**config.mk**
```make
export PLATFORM = sky130hd
export DESIGN_NAME = output_compare_channel
export DESIGN_NICKNAME = d
export VERILOG_FILES = /design/src/oc_pkg.sv /design/src/compare_if.sv /design/src/compare_unit.sv /design/src/output_compare_channel.sv
export SDC_FILE = /design/constraint.sdc
export NUM_CORES = 1
export LEC_CHECK = 0
export BUFFER_PORTS_ARGS = -buffer_cell sky130_fd_sc_hd__buf_2
export CORE_MARGIN = 1.5
export CORE_UTILIZATION = 55
export CTS_BUF_LIST = sky130_fd_sc_hd__clkbuf_8
export CTS_CLUSTER_DIAMETER = 150
export CTS_CLUSTER_SIZE = 8
export DETAILED_ROUTE_END_ITERATION = 8
export PLACE_DENSITY = 0.81
export SKIP_LAST_GASP = 1
export SYNTH_ARGS = -nofsm -noshare
export SYNTH_HDL_FRONTEND = slang
export SYNTH_HIERARCHICAL = 1
export SYNTH_SLANG_ARGS = --single-unit
```
**constraint.sdc**
```tcl
create_clock -name core_clk_in -period 3.9 [get_ports core_clk_in]
set_clock_uncertainty 0.05 [all_clocks]
set_input_delay 0.39 -clock core_clk_in [delete_from_list [all_inputs] [get_ports core_clk_in]]
set_output_delay 0.39 -clock core_clk_in [all_outputs]
set_load 0.05 [all_outputs]
```
**src/oc_pkg.sv**
```systemverilog
`default_nettype none

package oc_pkg;

   // ****************************************
   // Widths
   // ****************************************
   localparam int DATA_W = 16;
   localparam int ADDR_W = 4;
   localparam int IRQ_W = 3;

   // ****************************************
   // Register offsets
   // ****************************************
   localparam logic [3:0] CTRL_OFS = 4'h0;
   localparam logic [3:0] CMP_OFS = 4'h1;
   localparam logic [3:0] CMP2_OFS = 4'h2;
   localparam logic [3:0] IRQ_STAT_OFS = 4'h3;
   localparam logic [3:0] IRQ_EN_OFS = 4'h4;
   localparam logic [3:0] IRQ_CLR_OFS = 4'h5;

   // ****************************************
   // Control field positions
   // ****************************************
   localparam int IDLE_HALT_BIT = 13;
   localparam int FAULT_BIT = 4;
   localparam int TSEL_BIT = 3;
   localparam int MODE_LSB = 0;
   localparam int MODE_MSB = 2;

   // ****************************************
   // Interrupt bit positions and reset values
   // ****************************************
   localparam int IRQ_CMP_BIT = 0;
   localparam int IRQ_CMP2_BIT = 1;
   localparam int IRQ_FAULT_BIT = 2;
   localparam logic [2:0] IRQ_RESET = 3'h0;
   localparam logic [15:0] WORD_RESET = 16'h0000;

   // ****************************************
   // Modes and pulse sequencer states
   // ****************************************
   typedef enum logic [2:0] {
      MODE_OFF      = 3'b000,
      MODE_SET_HIGH = 3'b001,
      MODE_SET_LOW  = 3'b010,
      MODE_TOGGLE   = 3'b011,
      MODE_SINGLE   = 3'b100,
      MODE_CONT     = 3'b101,
      MODE_PWM      = 3'b110,
      MODE_PWM_FLT  = 3'b111
   } mode_t;

   typedef enum logic [1:0] {
      PULSE_WAIT = 2'b00,
      PULSE_HIGH = 2'b01,
      PULSE_DONE = 2'b10
   } pulse_state_t;

   // True for both pulse modes.
   function automatic logic is_pulse(input mode_t m);
      return (m == MODE_SINGLE) || (m == MODE_CONT);
   endfunction

endpackage

`default_nettype wire

```
**src/compare_if.sv**
```systemverilog
`timescale 1ns/10ps
`default_nettype none

// Links the channel control to its compare engine.
interface compare_if;
   logic timebase_select;
   logic run;
   logic [15:0] compare_value;
   logic [15:0] secondary_value;
   logic primary_event;
   logic secondary_event;
   logic rollover;

   modport ctrl (
      output timebase_select, run, compare_value, secondary_value,
      input primary_event, secondary_event, rollover
   );
   modport unit (
      input timebase_select, run, compare_value, secondary_value,
      output primary_event, secondary_event, rollover
   );
endinterface

`default_nettype wire

```
**src/compare_unit.sv**
```systemverilog
`timescale 1ns/10ps
`default_nettype none

module compare_unit (
   input wire logic core_clk_in,           // Clock.
   input wire logic rst_in,                // Asynchronous reset, high.
   input wire logic ce_in,                 // Clock enable.
   input wire logic [15:0] timer_b_count_in, // Timer b count.
   input wire logic [15:0] timer_c_count_in, // Timer c count.
   input wire logic timer_b_rollover_in,   // Timer b period pulse.
   input wire logic timer_c_rollover_in,   // Timer c period pulse.
   compare_if.unit cmp                     // Link to control.
);

   logic [15:0] count;
   logic match;
   logic match2;
   logic match_q;
   logic match2_q;

   // Pick the timebase; a one selects timer c.
   assign count = cmp.timebase_select ? timer_c_count_in : timer_b_count_in;
   assign cmp.rollover = cmp.timebase_select ? timer_c_rollover_in : timer_b_rollover_in;

   // Equality with the programmed values.
   assign match = (count == cmp.compare_value);
   assign match2 = (count == cmp.secondary_value);

   // A prescaled timer may hold one count for many cycles, so only the
   // first cycle of a match is an event.
   assign cmp.primary_event = match && !match_q;
   assign cmp.secondary_event = match2 && !match2_q;

   // Match history, frozen while the channel is halted.
   always_ff @(posedge core_clk_in or posedge rst_in) begin
      if (rst_in) begin
         match_q <= 1'b0;
         match2_q <= 1'b0;
      end else if (ce_in && cmp.run) begin
         match_q <= match;
         match2_q <= match2;
      end
   end

endmodule

`default_nettype wire

```
**src/output_compare_channel.sv**
```systemverilog
// Strobed register access and the register addresses were decided locally.
`timescale 1ns/10ps
`default_nettype none

// Functional notes
// - Idle-halt bit set stops channel in CPU idle.
// - Hardware sets fault flag; software cannot write it.
// - Fault flag stays zero outside mode 111.
// - Timebase select one picks timer c, else b.
// - Mode 111 is PWM with fault input.
// - Mode 110 is PWM ignoring fault input.
// - Mode 101 starts low, continuous compare pulses.
// - Mode 100 starts low, exactly one pulse.
// - Mode 011 toggles output on each compare.
// - Mode 010 starts high, compare drives low.
// - Mode 001 starts low, compare drives high.
// - Mode 000 disables channel, no compare activity.
// - Unused control bits ignore writes, read zero.

module output_compare_channel (
   input wire logic core_clk_in,            // Clock, 100 MHz.
   input wire logic rst_in,                 // Asynchronous reset, high.
   input wire logic ce_in,                  // Clock enable; low freezes all.
   input wire logic [3:0] addr_in,          // Register address.
   input wire logic [15:0] wdata_in,        // Write data.
   input wire logic wr_in,                  // Write strobe.
   input wire logic rd_in,                  // Read strobe.
   output logic [15:0] rdata_out,           // Read data, one cycle later.
   input wire logic cpu_idle_in,            // CPU is in idle mode.
   input wire logic fault_n_in,             // PWM fault input, low active.
   input wire logic [15:0] timer_b_count_in, // Timer b count.
   input wire logic [15:0] timer_c_count_in, // Timer c count.
   input wire logic timer_b_rollover_in,    // Timer b period pulse.
   input wire logic timer_c_rollover_in,    // Timer c period pulse.
   output logic compare_output_pin_out,     // Channel output pin.
   output logic irq_out                     // Level interrupt.
);

   // ****************************************
   // Declarations
   // ****************************************
   compare_if cmp ();

   logic idle_halt;
   logic timebase_select;
   oc_pkg::mode_t compare_mode_field;
   oc_pkg::mode_t next_mode;
   logic pwm_fault_flag;
   logic [15:0] compare_value;
   logic [15:0] secondary_value;
   logic [2:0] irq_status;
   logic [2:0] irq_enable;
   logic [2:0] irq_set;
   logic [2:0] irq_clear;
   oc_pkg::pulse_state_t pulse_state;
   logic run;
   logic ctrl_write;
   logic fault_active;
   logic fault_rise;
   logic pulse_end;

   // True when a write strobe addresses the given register.
   function automatic logic wr_hit(input logic wr, input logic [3:0] a,
                                   input logic [3:0] ofs);
      return wr && (a == ofs);
   endfunction

   // ****************************************
   // Run gating
   // ****************************************

   // The channel halts in idle only when asked to; the register port
   // stays live so software can reprogram a halted channel.
   assign run = ce_in && !(idle_halt && cpu_idle_in);

   assign ctrl_write = ce_in && wr_hit(wr_in, addr_in, oc_pkg::CTRL_OFS);

   // The mode that holds after this cycle, used to judge the fault flag.
   assign next_mode = ctrl_write ?
      oc_pkg::mode_t'(wdata_in[oc_pkg::MODE_MSB:oc_pkg::MODE_LSB]) :
      compare_mode_field;

   // Only the fault-enabled mode looks at the fault input at all.
   assign fault_active = (compare_mode_field == oc_pkg::MODE_PWM_FLT) &&
                         !fault_n_in;

   // ****************************************
   // Compare engine link
   // ****************************************
   assign cmp.timebase_select = timebase_select;
   assign cmp.run = run;
   assign cmp.compare_value = compare_value;
   assign cmp.secondary_value = secondary_value;

   compare_unit u_compare (
      .core_clk_in(core_clk_in),
      .rst_in(rst_in),
      .ce_in(ce_in),
      .timer_b_count_in(timer_b_count_in),
      .timer_c_count_in(timer_c_count_in),
      .timer_b_rollover_in(timer_b_rollover_in),
      .timer_c_rollover_in(timer_c_rollover_in),
      .cmp(cmp)
   );

   // ****************************************
   // Control register
   // ****************************************

   // Only bits 13, 3 and 2..0 are stored; every other bit is dropped.
   always_ff @(posedge core_clk_in or posedge rst_in) begin
      if (rst_in) begin
         idle_halt <= 1'b0;
         timebase_select <= 1'b0;
         compare_mode_field <= oc_pkg::MODE_OFF;
      end else if (ctrl_write) begin
         idle_halt <= wdata_in[oc_pkg::IDLE_HALT_BIT];
         timebase_select <= wdata_in[oc_pkg::TSEL_BIT];
         compare_mode_field <= next_mode;
      end
   end

   // ****************************************
   // Compare values
   // ****************************************

   // Primary value drives every mode but 000; the secondary ends a pulse.
   always_ff @(posedge core_clk_in or posedge rst_in) begin
      if (rst_in) begin
         compare_value <= oc_pkg::WORD_RESET;
         secondary_value <= oc_pkg::WORD_RESET;
      end else if (ce_in) begin
         if (wr_hit(wr_in, addr_in, oc_pkg::CMP_OFS)) begin
            compare_value <= wdata_in;
         end
         if (wr_hit(wr_in, addr_in, oc_pkg::CMP2_OFS)) begin
            secondary_value <= wdata_in;
         end
      end
   end

   // ****************************************
   // Fault flag
   // ****************************************

   // A fault arriving in the cycle of a mode rewrite still sets the flag,
   // provided the new mode keeps the fault input enabled.
   always_ff @(posedge core_clk_in or posedge rst_in) begin
      if (rst_in) begin
         pwm_fault_flag <= 1'b0;
      end else if (ce_in) begin
         if (next_mode != oc_pkg::MODE_PWM_FLT) begin
            pwm_fault_flag <= 1'b0;
         end else if (run && fault_active) begin
            pwm_fault_flag <= 1'b1;
         end else if (ctrl_write) begin
            pwm_fault_flag <= 1'b0;
         end
      end
   end

   assign fault_rise = run && fault_active && !pwm_fault_flag &&
                       (next_mode == oc_pkg::MODE_PWM_FLT);

   // ****************************************
   // Output pin and pulse sequencer
   // ****************************************

   // A control write re-initialises the pin for the new mode and wins over
   // any compare event of the same cycle.
   always_ff @(posedge core_clk_in or posedge rst_in) begin
      if (rst_in) begin
         compare_output_pin_out <= 1'b0;
         pulse_state <= oc_pkg::PULSE_WAIT;
      end else if (ctrl_write) begin
         compare_output_pin_out <= (next_mode == oc_pkg::MODE_SET_LOW);
         pulse_state <= oc_pkg::PULSE_WAIT;
      end else if (run) begin
         case (compare_mode_field)
            oc_pkg::MODE_OFF: begin
               compare_output_pin_out <= 1'b0;
            end
            oc_pkg::MODE_SET_HIGH: begin
               if (cmp.primary_event) begin
                  compare_output_pin_out <= 1'b1;
               end
            end
            oc_pkg::MODE_SET_LOW: begin
               if (cmp.primary_event) begin
                  compare_output_pin_out <= 1'b0;
               end
            end
            oc_pkg::MODE_TOGGLE: begin
               if (cmp.primary_event) begin
                  compare_output_pin_out <= !compare_output_pin_out;
               end
            end
            oc_pkg::MODE_SINGLE, oc_pkg::MODE_CONT: begin
               case (pulse_state)
                  oc_pkg::PULSE_WAIT: begin
                     if (cmp.primary_event) begin
                        compare_output_pin_out <= 1'b1;
                        pulse_state <= oc_pkg::PULSE_HIGH;
                     end
                  end
                  oc_pkg::PULSE_HIGH: begin
                     if (cmp.secondary_event) begin
                        compare_output_pin_out <= 1'b0;
                        // Continuous mode re-arms; single mode stops until the next control write.
                        pulse_state <= (compare_mode_field == oc_pkg::MODE_CONT) ?
                                       oc_pkg::PULSE_WAIT : oc_pkg::PULSE_DONE;
                     end
                  end
                  oc_pkg::PULSE_DONE: begin
                     compare_output_pin_out <= 1'b0;
                  end
                  default: begin
                     pulse_state <= oc_pkg::PULSE_WAIT;
                  end
               endcase
            end
            oc_pkg::MODE_PWM, oc_pkg::MODE_PWM_FLT: begin
               // The pin stays low until the flag is cleared by a rewrite.
               if (fault_active || pwm_fault_flag) begin
                  compare_output_pin_out <= 1'b0;
               end else if (cmp.primary_event) begin
                  compare_output_pin_out <= 1'b0;
               end else if (cmp.rollover) begin
                  compare_output_pin_out <= 1'b1;
               end
            end
            default: begin
               compare_output_pin_out <= 1'b0;
            end
         endcase
      end
   end

   // End of a pulse, seen by the interrupt logic.
   assign pulse_end = run && !ctrl_write &&
                      oc_pkg::is_pulse(compare_mode_field) &&
                      (pulse_state == oc_pkg::PULSE_HIGH) &&
                      cmp.secondary_event;

   // ****************************************
   // Interrupts
   // ****************************************

   assign irq_set[oc_pkg::IRQ_CMP_BIT] = run && cmp.primary_event &&
                                         (compare_mode_field != oc_pkg::MODE_OFF);
   assign irq_set[oc_pkg::IRQ_CMP2_BIT] = pulse_end;
   assign irq_set[oc_pkg::IRQ_FAULT_BIT] = fault_rise;

   assign irq_clear = wr_hit(wr_in, addr_in, oc_pkg::IRQ_CLR_OFS) ?
                      wdata_in[2:0] : oc_pkg::IRQ_RESET;

   // Set wins over clear so an event in the clearing cycle survives.
   always_ff @(posedge core_clk_in or posedge rst_in) begin
      if (rst_in) begin
         irq_status <= oc_pkg::IRQ_RESET;
      end else if (ce_in) begin
         irq_status <= (irq_status & ~irq_clear) | irq_set;
      end
   end

   // Enable mask, same layout as the status.
   always_ff @(posedge core_clk_in or posedge rst_in) begin
      if (rst_in) begin
         irq_enable <= oc_pkg::IRQ_RESET;
      end else if (ce_in && wr_hit(wr_in, addr_in, oc_pkg::IRQ_EN_OFS)) begin
         irq_enable <= wdata_in[2:0];
      end
   end

   assign irq_out = |(irq_status & irq_enable);

   // ****************************************
   // Read port
   // ****************************************

   // Data stand only in the cycle after the strobe; unmapped reads and
   // the write-only clear register return zero.
   always_ff @(posedge core_clk_in or posedge rst_in) begin
      if (rst_in) begin
         rdata_out <= oc_pkg::WORD_RESET;
      end else if (ce_in) begin
         rdata_out <= oc_pkg::WORD_RESET;
         if (rd_in) begin
            case (addr_in)
               oc_pkg::CTRL_OFS: begin
                  rdata_out[oc_pkg::IDLE_HALT_BIT] <= idle_halt;
                  rdata_out[oc_pkg::FAULT_BIT] <= pwm_fault_flag;
                  rdata_out[oc_pkg::TSEL_BIT] <= timebase_select;
                  rdata_out[oc_pkg::MODE_MSB:oc_pkg::MODE_LSB] <= compare_mode_field;
               end
               oc_pkg::CMP_OFS: begin
                  rdata_out <= compare_value;
               end
               oc_pkg::CMP2_OFS: begin
                  rdata_out <= secondary_value;
               end
               oc_pkg::IRQ_STAT_OFS: begin
                  rdata_out[2:0] <= irq_status;
               end
               oc_pkg::IRQ_EN_OFS: begin
                  rdata_out[2:0] <= irq_enable;
               end
               default: begin
                  rdata_out <= oc_pkg::WORD_RESET;
               end
            endcase
         end
      end
   end

endmodule

`default_nettype wire

```
==> results.toml <==
[yosys]
syn_area_sq_mm = 0.00364
syn-num-nets = 396
synth_area_leader_cell = "dfrtp_1"
ys_top_cells_by_area = "dfrtp_1 45%, xnor2_1 7.7%, mux2_1 6.2%"
synth_compound_area_share_pct = 11.0
avgSynthCellArea_sq_um = 11.0
synth_mux_area_share_pct = 19.1
ys_async_sr_fraction_pct = 100
yosysWarnings = 6
yosys-top-cells-count = "65 x dfrtp_1, 32 x xnor2_1, 24 x nand2_1"
synth_fa_ha_area_share_pct = 1.03
synth_edf_count = 0
synth_simple_gate_area_share_pct = 11.3
synth_seq_area_share_pct = 44.6
syn_inst = 332
synth.distinct_cells = 54
synth_seq_cells = 65
netlist.area_leader.share_pct = 44.6
ys.flop_type = "dfrtp_1"
synth_top_family_by_area = "multiplexers"
yosysMostFrequentCell = "dfrtp_1"
synthXorXnorAreaFrac_pct = 7.69

[power]
power_density_mw_per_mm2 = 477
power.leakage_nw = 1.99
p_sw_mw = 0.653
clockPowerShare_pct = 29.9
swShare_pct = 32.0
p_comb_share_pct = 26.5
seq_power_share_pct = 43.6
intPower_mw = 1.39
vdd_drop_max_uv = 384

[die]
die_y_um = 84.4
pin_count = 79
dieArea_sq_mm = 0.00712
coreArea_sq_mm = 0.00639
die_w_um = 84.4
initial_core_util_pct = 57.1
rows = 29

[sta]
tns_ns = 0
fmax_mhz = 348
final.setup.worst_slack_ns = 1.03
period_share_pct = 73.6
holdWs_ns = 0.223
setup_violations = 0
hold_viol = 0
drv_slew = 0
relSlewSlack_pct = 30.7
grt_setup_unrepaired = "no"
period_needed_ns = 2.87
worst_pin_slew_ns = 1.03

[worst_setup_path]
cp_slowest_stage_delay_ns = 0.51
critPathKind = "reg2reg"
cp-start-kind = "flip-flop"
end_kind = "flip-flop"
cp_slowest_cell = "nor4_1"
path_max_fanout = 9
cpMostUsedCell = "mux2i_1"
critical-path-top-delay-family = "simple AND/OR/NAND/NOR gates"
critPathBufInv = 1
crit_start = "cmp.timebase_select"
worstPathRequired_ns = 4.11
crit_arrival_ns = 3.08
crit_chain = "buf_4 > mux2i_1 > xnor2_1 > nor4_1 > nand4_1 > nor2_1 > nor2b_1 > nor3_1 > a21oi_1 > mux2i_1"
rr_startpoint = "cmp.timebase_select"

[cells_and_area]
n_antenna_cell = 0
drive_above_1_share_pct = 30.5
instances_no_fill = 493
area_growth_pct = 17.4
nets = 475

[clock_tree]
cts_htree_levels = 3
clk_latency_ns = 0.34
cts_max_path_buffers = 2
cts_tree = "yes"
clock_sinks = 65
cts.clk_slew.worst_paths_ns = 0.07
cts_resized = 0
cts_buffers = 9
cts_root_buf = "clkbuf_8"

[route]
viasPerCell = 5.91
avgRoutedWirePerCell_um = 18.1
wl_um = 8940
remaining_drc_errors = 0
ant_nets = 0
dr.first_iter.drc_count = 314
drtPass1Iterations = 7
vias = 2916

[global_routing]
antenna_found_initial = 0
gr-usage-all-layers_pct = 26.7
top_usage_layer = "met2"
grt_pass1_vias = 2974
grt_use_met2_pct = 43.8
grt_max_degree = 36
use_met1_pct = 35.8
use_met3_pct = 6.10
grt_overflow = 0
grt_pass1_wl_um = 14700

[place]
post-place-ws_ns = 1.17
post-dp-hpwl_um = 6430
gp_congestion = 0.916
numPortBuffers = 78
placedCellCount = 476

[status]
outcome = "complete, no violations"

[min_path]
hp-class = "in2reg"
hp-start = "wdata_in[11]"

[job]
cap_violations = 0
-- per-stage QoR --
stage                     total power [mW]  util (%)  area (sq um)
final                                 2.04      67.0          4280
after floorplan                       1.28         -          3640
after detailed placement              1.43      63.6          4060
after global placement                1.41      63.6          4060
after CTS                             2.04      67.0          4280
after global routing                  2.15      67.0          4280
-- kinds of logic after synthesis --
family | after synthesis
buf+inv | 38
mux | 62
compound gates | 57
fa+ha+maj | 3
simple gates | 75
flops | 65
xor+xnor | 32
-- metal layers --
layer | vias to the layer above | routed length (um)
met5 | - | 0
met4 | 0 | 163
met3 | 17 | 619
met2 | 132 | 4400
met1 | 1410 | 3760
li1 | 1357 | -
-- flip-flops by register name (all words and copies together), names as in the netlist --
name	count
cmp.compare_value	16
cmp.secondary_value	16
cmp.timebase_select	1
compare_mode_field	3
compare_output_pin_out	1
idle_halt	1
irq_enable	3
irq_status	3
pulse_state	2
pwm_fault_flag	1
rdata_out	16
u_compare/match2_q	1
u_compare/match_q	1
-- final cells by class --
| cell class | instances | area, sq um |
|---|---|---|
| Multi-Input combinational cell | 229 | 1830 |
| Fill cell | 486 | 2110 |
| Clock inverter | 7 | 86.3 |
| Inverter | 22 | 82.6 |
| Tap cell | 77 | 96.3 |
| Sequential cell | 65 | 1630 |
| Timing Repair Buffer | 84 | 438 |
| Clock buffer | 9 | 124 |
-- power groups by stage --
stage / registers, mW / logic [mW] / clock network (mW)
finish: 0.891 / 0.542 / 0.610
CTS: 0.887 / 0.539 / 0.616
global placement: 0.893 / 0.512 / 0
floorplan: 0.894 / 0.390 / 0
detailed placement: 0.901 / 0.530 / 0
global route: 0.906 / 0.591 / 0.650
-- what timing repair did --
action | 4_1_cts | 5_1_grt
hold buffers | 1 | 0
hold endpoints to repair | 2 | 0
buffers inserted | 0 | 0
-- path summary, 6_finish.rpt --
path | endpoint | depth (start not counted) | slack (ns)
worst max-delay path | pulse_state[0] | 10 | 1.03
worst min-delay path | cmp.secondary_value[11] | 2 | 0.22
worst max register to register | pulse_state[0] | 10 | 1.03
worst min register to register | u_compare/match2_q | 2 | 0.45
max in group asynchronous | cmp.compare_value[0] | 4 | 2.28
min in group asynchronous | u_compare/match_q | 3 | 0.41
-- layout by cell type, fill, tap and decap left out, drive strengths merged, types with 7 or more instances in the layout --
cell    count
dfrtp      65
clkbuf      9
mux2i      24
nor4       11
nand2      24
nor2b       7
inv        23
mux2       38
a22oi      10
buf        83
nor2        9
xnor2      32
o22ai      16
No activity file was read; power rests on OpenSTA's default activity.
